--- src/pdamw_consts.vh ---
// constants for the per-device mode register write block
// Contract
// Mode register 3 bit 4 written one enters per-device mode; resets to zero.
// In per-device mode, execute a mode register write when captured DQ0 is zero.
// In per-device mode, drop the write, registers unchanged, when DQ0 is one.
// DQ0 is captured with the data strobe like an ordinary write burst.
// Controller issues only mode register writes while per-device mode is on.
// Controller spaces mode writes by AL+WL+BL/2-0.5 clock+write gap+parity latency.
// Writing MR3 bit 4 zero with DQ0 low leaves per-device mode.
// Controller finishes write leveling before enabling per-device mode.
// No dynamic termination switching during the qualifying transfer in per-device mode.
// With MR1[10:8] nonzero, lane termination follows ODT pin with direct/async delays.
// Controller sets reference level to midpoint or trained centre before entry.
// Controller holds DQ0 stable over the whole four- or eight-beat transfer.
// Sample DQ0 on first falling or second rising strobe edge.
// Controller may drive the qualifying level on every data bit.
// Exit rewrites all of MR3, so controller supplies a complete value.
// MR6 bit 6 picks range: 60-92 percent or 45-77 percent of supply.
// Reference level is base plus code times a fixed 0.65 percent step.
// Controller waits up to 150 ns after a reference change before relying on it.
// With monitor on, controller adds 10 ns plus 15 ns per picofarad.
// Controller should calibrate the reference level for best receiver margin.
// Reference setting is the last MR6[6:0] written before calibration mode exits.
// Outside per-device mode every mode register write executes regardless of DQ0.
`ifndef PDAMW_CONSTS_VH
`define PDAMW_CONSTS_VH
`define PDAMW_CLK_MHZ       100
`define PDAMW_ADR_CTRL      8'h00
`define PDAMW_ADR_STATUS    8'h04
`define PDAMW_ADR_MRSEL     8'h08
`define PDAMW_ADR_MRDATA    8'h0c
`define PDAMW_ADR_VREF      8'h10
`define PDAMW_CTRL_FALL     0
`define PDAMW_CTRL_ASYNC    1
`define PDAMW_MR1           3'h1
`define PDAMW_MR3           3'h3
`define PDAMW_MR5           3'h5
`define PDAMW_MR6           3'h6
`define PDAMW_MR3_PDA       4
`define PDAMW_MR6_CAL       7
`define PDAMW_MR6_RANGE     6
`define PDAMW_VREF_RST      7'h00
`define PDAMW_R1_BASE       14'h1770
`define PDAMW_R2_BASE       14'h1194
`define PDAMW_STEP          14'h0041
`define PDAMW_VREF_TIME_NS  150
`define PDAMW_VREF_CYC      ((`PDAMW_VREF_TIME_NS * `PDAMW_CLK_MHZ) / 1000)
`define PDAMW_WAIT_CYC      8'h40
`define PDAMW_DON_LAT       9
`define PDAMW_DOFF_LAT      9
`define PDAMW_AON_NS        9
`define PDAMW_AOFF_NS       9
`define PDAMW_AON_CYC       ((`PDAMW_AON_NS * `PDAMW_CLK_MHZ) / 1000)
`define PDAMW_AOFF_CYC      ((`PDAMW_AOFF_NS * `PDAMW_CLK_MHZ) / 1000)
`define PDAMW_TERM_DEPTH    16
`endif

--- src/pdamw_term_delay.v ---
// termination delay line following the synchronised odt level
`timescale 1ns/100ps
`default_nettype none
`include "pdamw_consts.vh"
module pdamw_term_delay (
  input  wire mclk,
  input  wire resetn,
  input  wire odt_level,
  input  wire async_mode,
  output reg  term_on
);
  reg  [`PDAMW_TERM_DEPTH-1:0] line;
  wire                         on_tap;
  wire                         off_tap;

  // async delays are short, so they tap the line near its head
  assign on_tap  = async_mode ? line[`PDAMW_AON_CYC]  : line[`PDAMW_DON_LAT - 1];
  assign off_tap = async_mode ? line[`PDAMW_AOFF_CYC] : line[`PDAMW_DOFF_LAT - 1];

  always @(posedge mclk or negedge resetn) begin
    if (!resetn) begin
      line    <= {`PDAMW_TERM_DEPTH{1'b0}};
      term_on <= 1'b0;
    end else begin
      line <= {line[`PDAMW_TERM_DEPTH-2:0], odt_level};
      if (on_tap)
        term_on <= 1'b1;
      else if (!off_tap)
        term_on <= 1'b0;
    end
  end
endmodule // pdamw_term_delay
`default_nettype wire

--- src/pdamw_top.v ---
// per-device mode register write qualifier with reference level selection
`timescale 1ns/100ps
`default_nettype none
`include "pdamw_consts.vh"
module pdamw_top (
  input  wire        mclk,
  input  wire        resetn,
  input  wire        wb_cyc_i,
  input  wire        wb_stb_i,
  input  wire        wb_we_i,
  input  wire [7:0]  wb_adr_i,
  input  wire [3:0]  wb_sel_i,
  input  wire [31:0] wb_dat_i,
  output reg  [31:0] wb_dat_o,
  output reg         wb_ack_o,
  input  wire        mrs_cmd,
  input  wire [2:0]  mrs_reg,
  input  wire [13:0] mrs_addr,
  input  wire        dqs_pin,
  input  wire        dq0_pin,
  input  wire        odt_pin,
  output reg         pda_active,
  output reg         mrs_exec,
  output reg         mrs_discard,
  output wire        term_nominal_on,
  output wire        term_park_on,
  output wire        term_dynamic_allowed,
  output reg         vref_range,
  output reg  [5:0]  vref_code,
  output reg  [13:0] vref_level,
  output wire        vref_settled
);
  localparam ST_IDLE = 1'b0;
  localparam ST_WAIT = 1'b1;

  reg  [2:0]  sync1;
  reg  [2:0]  sync2;
  reg         dqs_prev;
  wire        dqs_s;
  wire        dq0_s;
  wire        odt_s;
  wire        dqs_rise;
  wire        dqs_fall;

  reg         state;
  reg         next_state;
  reg  [1:0]  rise_cnt;
  reg  [2:0]  pend_reg;
  reg  [13:0] pend_addr;
  reg         last_dq0;
  reg         take;
  reg         do_write;
  reg  [2:0]  wr_reg;
  reg  [13:0] wr_addr;

  // a burst cut short would hold the wait forever, so it is bounded
  reg  [7:0]  wait_cnt;
  wire        wait_over;
  wire        qual_start;
  wire        plain_start;
  wire        drop_now;
  wire [31:0] settle_full;

  reg  [13:0] mr [0:7];
  reg  [6:0]  cal_last;
  reg  [1:0]  ctrl;
  reg  [2:0]  mr_sel;
  reg  [7:0]  exec_cnt;
  reg  [7:0]  disc_cnt;
  reg  [4:0]  settle_cnt;
  wire        term_raw;
  wire        nominal_en;
  wire        bus_req;
  integer     i;

  // level from range and code; used for the live setting only, reset loads zero
  function [13:0] level_of;
    input       range;
    input [5:0] code;
    begin
      level_of = (range ? `PDAMW_R2_BASE : `PDAMW_R1_BASE)
               + code * `PDAMW_STEP;
    end
  endfunction

  // one decode for the idle command test, plain or qualified
  function cmd_starts;
    input st;
    input cmd;
    input per_device_addressing_mode;
    input qual;
    begin
      cmd_starts = (st == ST_IDLE) && cmd && (per_device_addressing_mode == qual);
    end
  endfunction

  // pins come from outside the clock, two flops before any use
  genvar g;
  generate
    for (g = 0; g < 3; g = g + 1) begin : g_sync
      wire pin_in;
      assign pin_in = (g == 0) ? dqs_pin : ((g == 1) ? dq0_pin : odt_pin);
      always @(posedge mclk or negedge resetn) begin
        if (!resetn) begin
          sync1[g] <= 1'b0;
          sync2[g] <= 1'b0;
        end else begin
          sync1[g] <= pin_in;
          sync2[g] <= sync1[g];
        end
      end
    end
  endgenerate

  assign dqs_s    = sync2[0];
  assign dq0_s    = sync2[1];
  assign odt_s    = sync2[2];
  assign dqs_rise = dqs_s & ~dqs_prev;
  assign dqs_fall = ~dqs_s & dqs_prev;

  // decoded once here, read by the machine and the write path
  assign qual_start  = cmd_starts(state, mrs_cmd, pda_active, 1'b1);
  assign plain_start = cmd_starts(state, mrs_cmd, pda_active, 1'b0);
  assign drop_now    = take & dq0_s;
  assign wait_over   = (state == ST_WAIT) && (wait_cnt == `PDAMW_WAIT_CYC);
  assign settle_full = `PDAMW_VREF_CYC;

  // pick the strobe edge that both burst lengths share
  always @* begin
    take = 1'b0;
    if (state == ST_WAIT && rise_cnt == 2'd1) begin
      if (ctrl[`PDAMW_CTRL_FALL])
        take = dqs_fall;
      else
        take = dqs_rise;
    end
  end

  always @* begin
    next_state = state;
    case (state)
      ST_IDLE: begin
        if (qual_start)
          next_state = ST_WAIT;
      end
      ST_WAIT: begin
        // a strobe that never comes gives up after the bound; command lost
        if (take || wait_over)
          next_state = ST_IDLE;
      end
      default: next_state = ST_IDLE;
    endcase
  end

  // decide whether a command reaches the mode registers
  always @* begin
    do_write = 1'b0;
    wr_reg   = mrs_reg;
    wr_addr  = mrs_addr;
    // plain commands bypass the strobe entirely
    if (plain_start) begin
      do_write = 1'b1;
    end else if (take && !dq0_s) begin
      do_write = 1'b1;
      wr_reg   = pend_reg;
      wr_addr  = pend_addr;
    end
  end

  always @(posedge mclk or negedge resetn) begin
    if (!resetn) begin
      state       <= ST_IDLE;
      dqs_prev    <= 1'b0;
      rise_cnt    <= 2'd0;
      pend_reg    <= 3'h0;
      pend_addr   <= 14'h0000;
      last_dq0    <= 1'b0;
      mrs_exec    <= 1'b0;
      mrs_discard <= 1'b0;
      exec_cnt    <= 8'h00;
      disc_cnt    <= 8'h00;
      wait_cnt    <= 8'h00;
    end else begin
      state       <= next_state;
      dqs_prev    <= dqs_s;
      mrs_exec    <= do_write;
      mrs_discard <= drop_now;
      if (qual_start) begin
        // later commands in the wait are dropped; the controller spaces them
        pend_reg  <= mrs_reg;
        pend_addr <= mrs_addr;
        rise_cnt  <= 2'd0;
      end else if (state == ST_WAIT && dqs_rise && rise_cnt != 2'd3) begin
        // saturate so a long burst cannot wrap into a second take
        rise_cnt <= rise_cnt + 2'd1;
      end
      if (take)
        last_dq0 <= dq0_s;
      if (do_write)
        exec_cnt <= exec_cnt + 8'h01;
      if (drop_now)
        disc_cnt <= disc_cnt + 8'h01;
      if (qual_start)
        wait_cnt <= 8'h00;
      else if (state == ST_WAIT)
        wait_cnt <= wait_cnt + 8'h01;
    end
  end

  // mode registers; a discarded command never gets here
  always @(posedge mclk or negedge resetn) begin
    if (!resetn) begin
      for (i = 0; i < 8; i = i + 1)
        mr[i] <= 14'h0000;
      pda_active <= 1'b0;
      cal_last   <= `PDAMW_VREF_RST;
      vref_range <= 1'b0;
      vref_code  <= 6'h00;
    end else if (do_write) begin
      mr[wr_reg] <= wr_addr;
      if (wr_reg == `PDAMW_MR3)
        pda_active <= wr_addr[`PDAMW_MR3_PDA];
      if (wr_reg == `PDAMW_MR6) begin
        if (wr_addr[`PDAMW_MR6_CAL]) begin
          cal_last <= wr_addr[6:0];
        end else if (mr[`PDAMW_MR6][`PDAMW_MR6_CAL]) begin
          vref_range <= cal_last[`PDAMW_MR6_RANGE];
          vref_code  <= cal_last[5:0];
        end
      end
    end
  end

  always @(posedge mclk or negedge resetn) begin
    if (!resetn)
      vref_level <= 14'h0000;
    else
      vref_level <= level_of(vref_range, vref_code);
  end

  // settle window after a reference write, for software to observe
  // counter is five bits, so the settle count must stay below 32
  always @(posedge mclk or negedge resetn) begin
    if (!resetn)
      settle_cnt <= 5'd0;
    else if (do_write && wr_reg == `PDAMW_MR6)
      settle_cnt <= settle_full[4:0];
    else if (settle_cnt != 5'd0)
      settle_cnt <= settle_cnt - 5'd1;
  end
  assign vref_settled = (settle_cnt == 5'd0);

  // termination: no dynamic switch while qualifying, follow odt instead
  assign nominal_en           = (mr[`PDAMW_MR1][10:8] != 3'b000);
  assign term_dynamic_allowed = ~pda_active;
  assign term_nominal_on      = nominal_en & term_raw;
  // park only while nominal is off, so the two never overlap
  assign term_park_on         = (mr[`PDAMW_MR5][8:6] != 3'b000) & ~term_nominal_on;

  pdamw_term_delay u_term (
    .mclk       (mclk),
    .resetn     (resetn),
    .odt_level  (odt_s),
    .async_mode (ctrl[`PDAMW_CTRL_ASYNC]),
    .term_on    (term_raw)
  );

  // classic wishbone slave, one wait state, unmapped reads give zero
  assign bus_req = wb_cyc_i & wb_stb_i & ~wb_ack_o;

  always @(posedge mclk or negedge resetn) begin
    if (!resetn) begin
      wb_ack_o <= 1'b0;
      wb_dat_o <= 32'h0000_0000;
      ctrl     <= 2'b00;
      mr_sel   <= 3'h0;
    end else begin
      wb_ack_o <= bus_req;
      // only byte lane 0 carries writable bits
      if (bus_req && wb_we_i && wb_sel_i[0]) begin
        case (wb_adr_i)
          `PDAMW_ADR_CTRL:  ctrl   <= wb_dat_i[1:0];
          `PDAMW_ADR_MRSEL: mr_sel <= wb_dat_i[2:0];
          default: ;
        endcase
      end
      if (bus_req && !wb_we_i) begin
        case (wb_adr_i)
          `PDAMW_ADR_CTRL:   wb_dat_o <= {30'h0, ctrl};
          `PDAMW_ADR_STATUS: wb_dat_o <= {8'h00, disc_cnt, exec_cnt, 4'h0,
                                          vref_settled, last_dq0,
                                          state, pda_active};
          `PDAMW_ADR_MRSEL:  wb_dat_o <= {29'h0, mr_sel};
          `PDAMW_ADR_MRDATA: wb_dat_o <= {18'h0, mr[mr_sel]};
          `PDAMW_ADR_VREF:   wb_dat_o <= {11'h0, vref_range, vref_code,
                                          vref_level[13:0]};
          default:           wb_dat_o <= 32'h0000_0000;
        endcase
      end
    end
  end
endmodule // pdamw_top
`default_nettype wire
--- config.mk ---
export PLATFORM = sky130hd
export DESIGN_NAME = pdamw_top
export DESIGN_NICKNAME = d
export VERILOG_FILES = /design/src/pdamw_term_delay.v /design/src/pdamw_top.v
export VERILOG_INCLUDE_DIRS = /design/src
export SDC_FILE = /design/constraint.sdc
export NUM_CORES = 1
export LEC_CHECK = 0
export BUFFER_PORTS_ARGS = -buffer_cell sky130_fd_sc_hd__buf_2
export CORE_AREA = 2 2 153 155
export DETAILED_ROUTE_END_ITERATION = 6
export DIE_AREA = 0 0 155 157
export GPL_TIMING_DRIVEN = 0
export PLACE_DENSITY = 0.69
export SLEW_MARGIN = 20
export SYNTH_ARGS = -nofsm -noshare
export SYNTH_HDL_FRONTEND = slang
export SYNTH_SLANG_ARGS = --single-unit
--- constraint.sdc ---
create_clock -name mclk -period 4.3 [get_ports mclk]
set_clock_uncertainty 0.15 [all_clocks]
set_input_delay 0.86 -clock mclk [delete_from_list [all_inputs] [get_ports mclk]]
set_output_delay 0.86 -clock mclk [all_outputs]
set_load 0.005 [all_outputs]
Word-level counts from Yosys, hierarchy flattened. Index checks and enable logic that the tools add are counted.

Register bits: 248. Bits of input ports: 70. Output and inout bits: 61.

$add $sub $neg: 6. $mul: 1. Order comparisons: 3. Equal/unequal tests: 9. Mux-type cells: 27. Bitwise operators: 16. Reduce and logical (&&, ||, !) cells: 29.

Operators by type and width (count): one-hot mux 24 bit (5 select lines) (1); bitwise mux 112 bit (1); two-way mux 14 bit (5); binary-select mux 14 bit (select 3 bit) (1); demux 14 bit (select 3 bit) (1); adder 8 x 1 -> 8 bit (second input constant) (3); == test 8 x 4 -> 1 bit (second input constant) (2); two-way mux 8 bit (2); adder 13 x 13 -> 14 bit (1); logical AND 1 bit (13); multiplier 6 x 7 -> 13 bit (second input constant) (1); two-way mux 11 bit (1); two-way mux 5 bit (2); == test 8 x 3 -> 1 bit (second input constant) (1); == test 8 x 5 -> 1 bit (second input constant) (1); == test 8 x 7 -> 1 bit (second input constant) (1); greater-or-equal comparator 4 bit (second input constant) (2); zero test 8 bit (1); two-way mux 1 bit (8); NOT 3 -> 4 bit (2); bitwise AND 1 bit (7); NOT 1 bit (7); two-way mux 3 bit (2); AND reduction 2 bit (3); other kinds (17) (22).

Longest topological paths before layout. Gate-level depths: netlist (run 1).

Depth after elaboration: 13. Mapped depth: 10.

Modules after synthesis. A second synthesis (run 1) with hierarchy kept.

Cells, all modules: 924. Area total of the unflattened synthesis: 11496.0 µm².

Modules (own cells, without submodules): pdamw_top (times used 1, cells each 913, area each 11230.8 µm², sequential area each 5755.5 µm²); pdamw_term_delay (times used 1, cells each 11, area each 265.3 µm², sequential area each 250.2 µm²).

Worst setup path after synthesis (run 1). Ideal clock, no wire load.

Path kind: flip-flop to flip-flop. From: reg vref_code[4]. To: reg vref_level[13]. Library setup time: 0.118 ns. Arrival time: 2.304 ns. Data required time: 4.032 ns. Slack: 1.728 ns. Cell stages (with the launch flop): 11. Period minus slack after synthesis: 2.572 ns. Path through: dfrtp_1 -> ha_1 -> ha_1 -> inv_1 -> fa_1 -> inv_1 -> ha_1 -> nor3_1 -> a211oi_1 -> a31o_2 -> a21o_1.

Cells in the longest elaborated chain, start to end: 2.

Ends and longest elaborated chain: start, declared (RTL line pdamw_top.v:29) `output reg [5:0] vref_code,`; start signal, assigned (RTL line pdamw_top.v:228) `vref_code <= cal_last[5:0];`; multiplier 6 x 7 -> 13 bit (no line); adder 13 x 13 -> 14 bit (no line); end signal, assigned (RTL line pdamw_top.v:238) `vref_level <= level_of(vref_range, vref_code);`; end, declared (RTL line pdamw_top.v:30) `output reg [13:0] vref_level,`.

No other way between the ends. A chain may end at the register's enable or synchronous reset.

Worst setup path in the final report (run 1).
From: reg settle_cnt[0]. To: out vref_settled.

Cells in the longest elaborated chain, start to end: 1.

Ends and longest elaborated chain: start, declared (RTL line pdamw_top.v:70) `reg [4:0] settle_cnt;`; start signal, assigned (RTL line pdamw_top.v:247) `settle_cnt <= settle_full[4:0];`; start signal, assigned (RTL line pdamw_top.v:249) `settle_cnt <= settle_cnt - 5'd1;`; zero test 5 bit (RTL line pdamw_top.v:251) `assign vref_settled = (settle_cnt == 5'd0);`; end, declared (RTL line pdamw_top.v:31) `output wire vref_settled`.

No other way between the ends.

==> impl_metrics.yaml, run 1 <==
status:
  outcome: "complete, no violations"
logic_synthesis:
  synth_edf_count: 0
  synthAdderAreaFrac_pct: 2.70
  ys_types: 65
  synth_compound_area_share_pct: 8.52
  synth-simple-area-share_pct: 9.70
  synth_top_family_by_area: "multiplexers"
  synth_seq_cells: 240
  synth_top_cell_by_area: "dfrtp_1"
  synth_top_cell_area_share_pct: 53.6
  syn_area_per_cell_um2: 12.7
  synth_area_leaders: "dfrtp_1 (54%), mux2_2 (13%), mux4_2 (5.6%), nand2_1 (2.6%), ha_1 (2.3%)"
  synthArstFlopShare_pct: 100
  synth.mux.area_fraction_pct: 20.0
  yosys_warnings: 0
  synth_ff_type: "dfrtp_1"
  synth_xor_area_share_pct: 2.19
  ys_seq_area_share_pct: 53.6
  syn_inst: 880
  syn-cell-area_um2: 11200
floorplan:
  ios: 131
  die_area_um2: 24300
  fp-row-count: 55
  die_h_um: 157
  core_area_um2: 22500
  initial_core_util_pct: 49.8
  die_x_um: 155
grt:
  grt_overflow: 0
  grt_pass1_vias: 7598
  grtUsageTotal_pct: 23.4
  grt_max_degree: 96
  grt_pass1_wl_um: 44000
  antenna_found_initial: 1
cts:
  ctsResizeCount: 0
  cts_max_level: 1
  clock_sinks: 240
  clk_pin_slew_ps: 60
  cts_buffers: 26
  clock-root-buffer: "clkbuf_16"
  worstSkewPairLatency_ps: 540
  cts_setup_buffers: 0
  clockBufferDepth: 3
  cts_hold_buffers: 0
  cts_tree: "yes"
sta:
  relSlewSlack_pct: 40.4
  worst_pin_slew_ps: 894
  setup_viol: 0
  fin_setup_tns_ps: 0
  fin_crit_sh_pct: 70.5
  rsz0062_at_grt: "false"
  hold_viol: 0
  max_freq_ghz: 0.330
  fin_crit_ps: 3030
  slew_viol_final: 0
setup_path:
  r2r.worst_path.cells: 7
  cp-end-kind: "output port"
  crit_type: "reg -> out"
  critPathArrivalTime_ps: 2020
  required_ps: 3290
  cp-start-kind: "register"
  crit_fanout: 7
finish:
  drive_gt1_share_pct: 32.0
  fill_cells: 1814
  reg_top3: "mr x112, wb_dat_o x24"
  finish.utilization_pct: 57.5
  largest_register: "mr"
  largest_reg_flops: 112
  syn_to_final_growth_pct: 15.6
  fin_nets: 1095
routing:
  dr_total_vias: 7689
  wire_per_inst_um: 21.2
  vias_per_cell: 5.88
  drc: 0
  ant_nets: 0
  wl_um: 27700
  first_pass_iters: 5
  drtIter0Drc: 497
place:
  gp_congestion: 0.841
  portBuffers: 85
  dp_hpwl_um: 19500
power:
  leakage_nw: 5.83
  vdd_drop_max_mv: 0.279
  pwr_density_cell_nw_per_um2: 593
run:
  cap_violations: 0
min_path:
  hold_class: "in -> async"
## cells in the mapped netlist, types with 14 or more instances
master / number
inv_1: 22
nand2_1: 78
nor2_1: 30
a22oi_1: 20
clkbuf_1: 25
mux4_2: 28
dfrtp_1: 240
xor2_1: 19
nand3_1: 29
a21oi_1: 16
nor3_1: 14
o21ai_0: 15
ha_1: 21
mux2_2: 132
## worst max-delay path: stages, from the launching register on
cell,delay [ps]
dfrtp_1,380
inv_1,90
ha_1,190
nor4b_2,590
buf_2,230
## metal layers
layer	up-vias	GRT usage [%]	routed length [um]
li1	3489	-	-
met1	3919	32.9	12400
met2	240	38.5	13100
met3	41	2.95	1560
met4	0	6.53	690
met5	-	0	0
## final cells by class
class	count	area, um2	share of cell area [%]
sequential	240	6010	46.4
multi-input combinational	572	4870	37.6
clock buffer	33	717	5.54
timing repair buffer	87	490	3.79
tap	285	357	2.75
buffer	53	282	2.17
clock inverter	14	140	1.08
inverter	22	82.6	0.638
antenna	1	2.50	0.0193
## cell families after synthesis
| kind of cell | after synthesis |
|---|---|
| AO/OA/AOI/OAI | 128 |
| XOR/XNOR | 28 |
| adder cells (fa/ha/maj) | 23 |
| buffers and inverters | 75 |
| flip-flops | 240 |
| multiplexers | 172 |
| other | 1 |
| AND/OR/NAND/NOR | 213 |
## worst paths after layout
path	from	end	slack (ps)
worst max register to register	rise_cnt[0]$_DFFE_PN0P_	mr[24]$_DFFE_PN0P_	1380
worst max-delay path	settle_cnt[0]$_DFFE_PN0P_	vref_settled	1270
min in group mclk	sync1[2]$_DFF_PN0_	odt_s$_DFF_PN0_	200
max in group asynchronous	resetn	mr[78]$_DFFE_PN0P_	2650
worst min-delay path	resetn	disc_cnt[6]$_DFFE_PN0P_	110
worst min register to register	sync1[2]$_DFF_PN0_	odt_s$_DFF_PN0_	200
## report_power, final
group	internal, mW	switching, mW	total [mW]	leakage (nW)
sequential	3.08	0.526	3.60	2.96
combinational	1.02	0.834	1.86	2.44
clock	1.30	0.909	2.21	0.424
total	5.40	2.27	7.67	5.83
## through the flow
step / instance area [um2] / hold WS [ps] / cells / power (mW) / setup WS, ps
finish: 12900 / 110 / 1307 / 7.67 / 1270
global route: 12900 / 141 / 1307 / 8.12 / 1090
CTS: 12900 / 116 / 1306 / 7.71 / 1220
detailed placement: 12100 / 186 / 1259 / 5.48 / 1060
global placement: 12000 / 182 / 1257 / 5.38 / -2060
floorplan: 11200 / 181 / 887 / 4.86 / 1730
## cell usage in the layout (no fill, tap or decap), types with 8 or more instances in the layout
master | Yosys | routed
dfrtp_1 | 240 | 240
a31oi_1 | 9 | 9
a22oi_1 | 20 | 20
xnor2_1 | 9 | 9
clkinv_2 | 0 | 8
xor2_1 | 19 | 19
ha_1 | 21 | 21
buf_2 | 12 | 96
a21oi_1 | 16 | 16
o21ai_0 | 15 | 15
mux2_2 | 132 | 132
inv_1 | 22 | 22
clkbuf_16 | 0 | 26
nand3_1 | 29 | 29
nand2_1 | 78 | 78
mux4_2 | 28 | 28
nor2_1 | 30 | 30
clkbuf_1 | 25 | 28
o21a_1 | 9 | 9
nor3_1 | 14 | 14
buf_4 | 12 | 12
conb_1 | 1 | 8
nand4_1 | 9 | 9
Power figures use the tool's default switching activity.
==> run 2, diff against run 1 <==
Settings changed: ABC_AREA set to 1, CORE_AREA 2 2 153 155 to 2 2 154 156, DIE_AREA 0 0 155 157 to 0 0 156 158.
Clock period 4.3 ns to 2.97 ns, I/O delays scaled along.
==> run 2 against run 1 <==
Worst setup slack worse by 1100 ps. Core utilization fell by 1.0 points. Critical path type unchanged. Area after synthesis is 0.41% higher. Design area grew 0.60%. First-iteration DRC count up 92%.
==> impl_metrics.yaml, run 2 <==
status:
  outcome: "complete, no violations"
floorplan:
  fp-row-count: 56
  core_area_um2: 23100
  die_area_um2: 24600
  die_x_um: 156
  die_h_um: 158
  initial_core_util_pct: 48.8
  ios: 131
cts:
  clock-root-buffer: "clkbuf_16"
  cts_max_level: 1
  cts_tree: "yes"
  worstSkewPairLatency_ps: 550
  clk_pin_slew_ps: 60
  clock_sinks: 240
  cts_setup_buffers: 0
  clockBufferDepth: 3
  cts_buffers: 26
logic_synthesis:
  synth_area_leaders: "dfrtp_1 (53%), nand2_1 (13%), nand3_1 (6.4%), o21ai_0 (4.8%), inv_1 (3.4%)"
  synth_top_cell_area_share_pct: 53.4
  synth_most_common_cell: "nand2_1"
  synth_ff_type: "dfrtp_1"
  synth_edf_count: 0
  synthArstFlopShare_pct: 100
  yosys_warnings: 0
  synthTopCellsByCount: "nand2_1 (380), dfrtp_1 (240), nand3_1 (143)"
  ys_seq_area_share_pct: 53.4
  syn_inst: 1325
  synth_seq_cells: 240
  synth_top_cell_by_area: "dfrtp_1"
  syn_area_per_cell_um2: 8.49
  ys_types: 43
  syn-cell-area_um2: 11300
setup_path:
  reg2reg_slack_ps: 350
  r2r.worst_path.cells: 11
  r2r-start: "vref_code[4]$_DFFE_PN0P_"
  required_ps: 2230
  r2r-end: "vref_level[11]$_DFF_PN0_"
  cp-end-kind: "output port"
  critPathArrivalTime_ps: 2030
  cp-start-kind: "register"
  crit_fanout: 5
  crit_type: "reg -> out"
sta:
  fin_crit_ps: 2770
  max_freq_ghz: 0.361
  relSlewSlack_pct: 33.2
  worst_pin_slew_ps: 995
  hold_viol: 0
  slew_viol_final: 0
  rsz0062_at_grt: "false"
  fin_crit_sh_pct: 93.3
  setup_viol: 0
  fin_ws_ps: 198
finish:
  syn_to_final_growth_pct: 15.8
  drive_gt1_share_pct: 14.3
  fin_nets: 1548
  final_common_cell: "nand2_1"
  reg_top3: "mr x112, wb_dat_o x24"
  largest_register: "mr"
  finalNonFillerCells: 1764
  largest_reg_flops: 112
  fill_cells: 2098
  layout_common_cells: "nand2_1 (380), dfrtp_1 (240), nand3_1 (143)"
power:
  pwr_density_cell_nw_per_um2: 829
  leakage_nw: 6.65
  vdd_drop_max_mv: 0.534
routing:
  ant_nets: 0
  wire_per_inst_um: 18.5
  drtIter0Drc: 953
  vias_per_cell: 5.50
  wl_um: 32700
  drc: 0
  dr_total_vias: 9695
  first_pass_iters: 5
place:
  portBuffers: 90
  dp_slack_ps: 61.9
  dp.cells: 1714
  gp_congestion: 0.963
  dp_hpwl_um: 23500
grt:
  grt_overflow: 0
  grt_pass1_vias: 9004
  grtUsageTotal_pct: 26.8
  grt_pass1_wl_um: 51100
  antenna_found_initial: 1
  grt_max_degree: 87
min_path:
  hold_start: "odt_pin"
  min_path_cells: 1
  hold_class: "in -> reg"
  min_to: "sync1[2]$_DFF_PN0_"
run:
  cap_violations: 0
-- run 2: cell count changes after synthesis, moves of 9 or more --
cell,before,now
mux2_2,132,2
mux4_2,28,0
nand2_1,78,380
a21oi_1,16,38
a22oi_1,20,0
inv_1,22,101
nor2_1,30,89
o21ai_0,15,107
o221ai_1,0,21
buf_2,12,21
nand3_1,29,143
-- run 2: power breakdown --
part / internal (mW) / leakage [nW] / switching (mW)
registers: 4.39 / 3.02 / 0.767
logic: 0.911 / 3.21 / 1.55
clock network: 1.85 / 0.418 / 1.34
-- run 2: final cells by class --
cell class | instances | area [um2] | share of cell area, %
buffer | 72 | 375 | 2.88
sequential | 240 | 6010 | 46.1
tap | 290 | 363 | 2.79
clock buffer | 37 | 752 | 5.77
multi-input combinational | 912 | 4490 | 34.5
timing repair buffer | 95 | 546 | 4.19
inverter | 108 | 405 | 3.11
clock inverter | 9 | 85.1 | 0.653
antenna | 1 | 2.50 | 0.0192
-- run 2: cell families (layout without fill, tap and decap cells) --
group | Yosys count | after routing | synth area share [%]
XOR/XNOR | 18 | 18 | 1.40
flip-flops | 240 | 240 | 53.4
AND/OR/NAND/NOR | 655 | 655 | 24.6
multiplexers | 2 | 2 | 0.200
AO/OA/AOI/OAI | 206 | 206 | 10.8
adder cells (fa/ha/maj) | 23 | 23 | 2.69
buffers and inverters | 180 | 321 | 6.94
other | 1 | 9 | 0.0333
-- run 2: how the worst max path moves through the flow --
stage / start / to / slack [ps]
floorplan: vref_code[4]$_DFFE_PN0P_ / vref_level[11]$_DFF_PN0_ / 580
global placement: resetn / mr[91]$_DFFE_PN0P_ / -3140
detailed placement: wb_adr_i[5] / wb_dat_o[13]$_DFFE_PN0P_ / 60
CTS: settle_cnt[0]$_DFFE_PN0P_ / vref_settled / 180
global route: settle_cnt[0]$_DFFE_PN0P_ / vref_settled / 20
finish: settle_cnt[0]$_DFFE_PN0P_ / vref_settled / 200
-- run 2: layer usage --
layer / share of wire (%) / up-vias / GRT usage (%)
met2: 45 / 356 / 42.4
li1: - / 4570 / -
met5: 0 / - / 0
met4: 3.4 / 0 / 8.69
met3: 7.0 / 65 / 3.94
met1: 44 / 4704 / 38.3
-- run 2: critical path, cell delays in order (launching register included) --
cell	delay (ps)
dfrtp_1	380
inv_1	90
ha_1	190
nor3b_1	180
inv_1	70
or2_2	320
inv_1	120
buf_2	140
-- run 2: stage by stage --
stage	total power [mW]	util, %	hold slack (ps)	setup TNS (ps)	area (um2)
after global placement	7.48	52.5	182	-747550	12100
final	10.8	56.5	7.76	0	13000
after floorplan	6.61	-	148	0	11300
after CTS	10.8	56.5	2.36	0	13000
after detailed placement	7.61	52.7	187	0	12200
after global routing	11.5	56.5	13.3	0	13000
-- run 2: repair_timing --
item,in CTS,in global routing
resized for setup,0,0
endpoints found under the hold margin,75,0
hold buffers,3,0
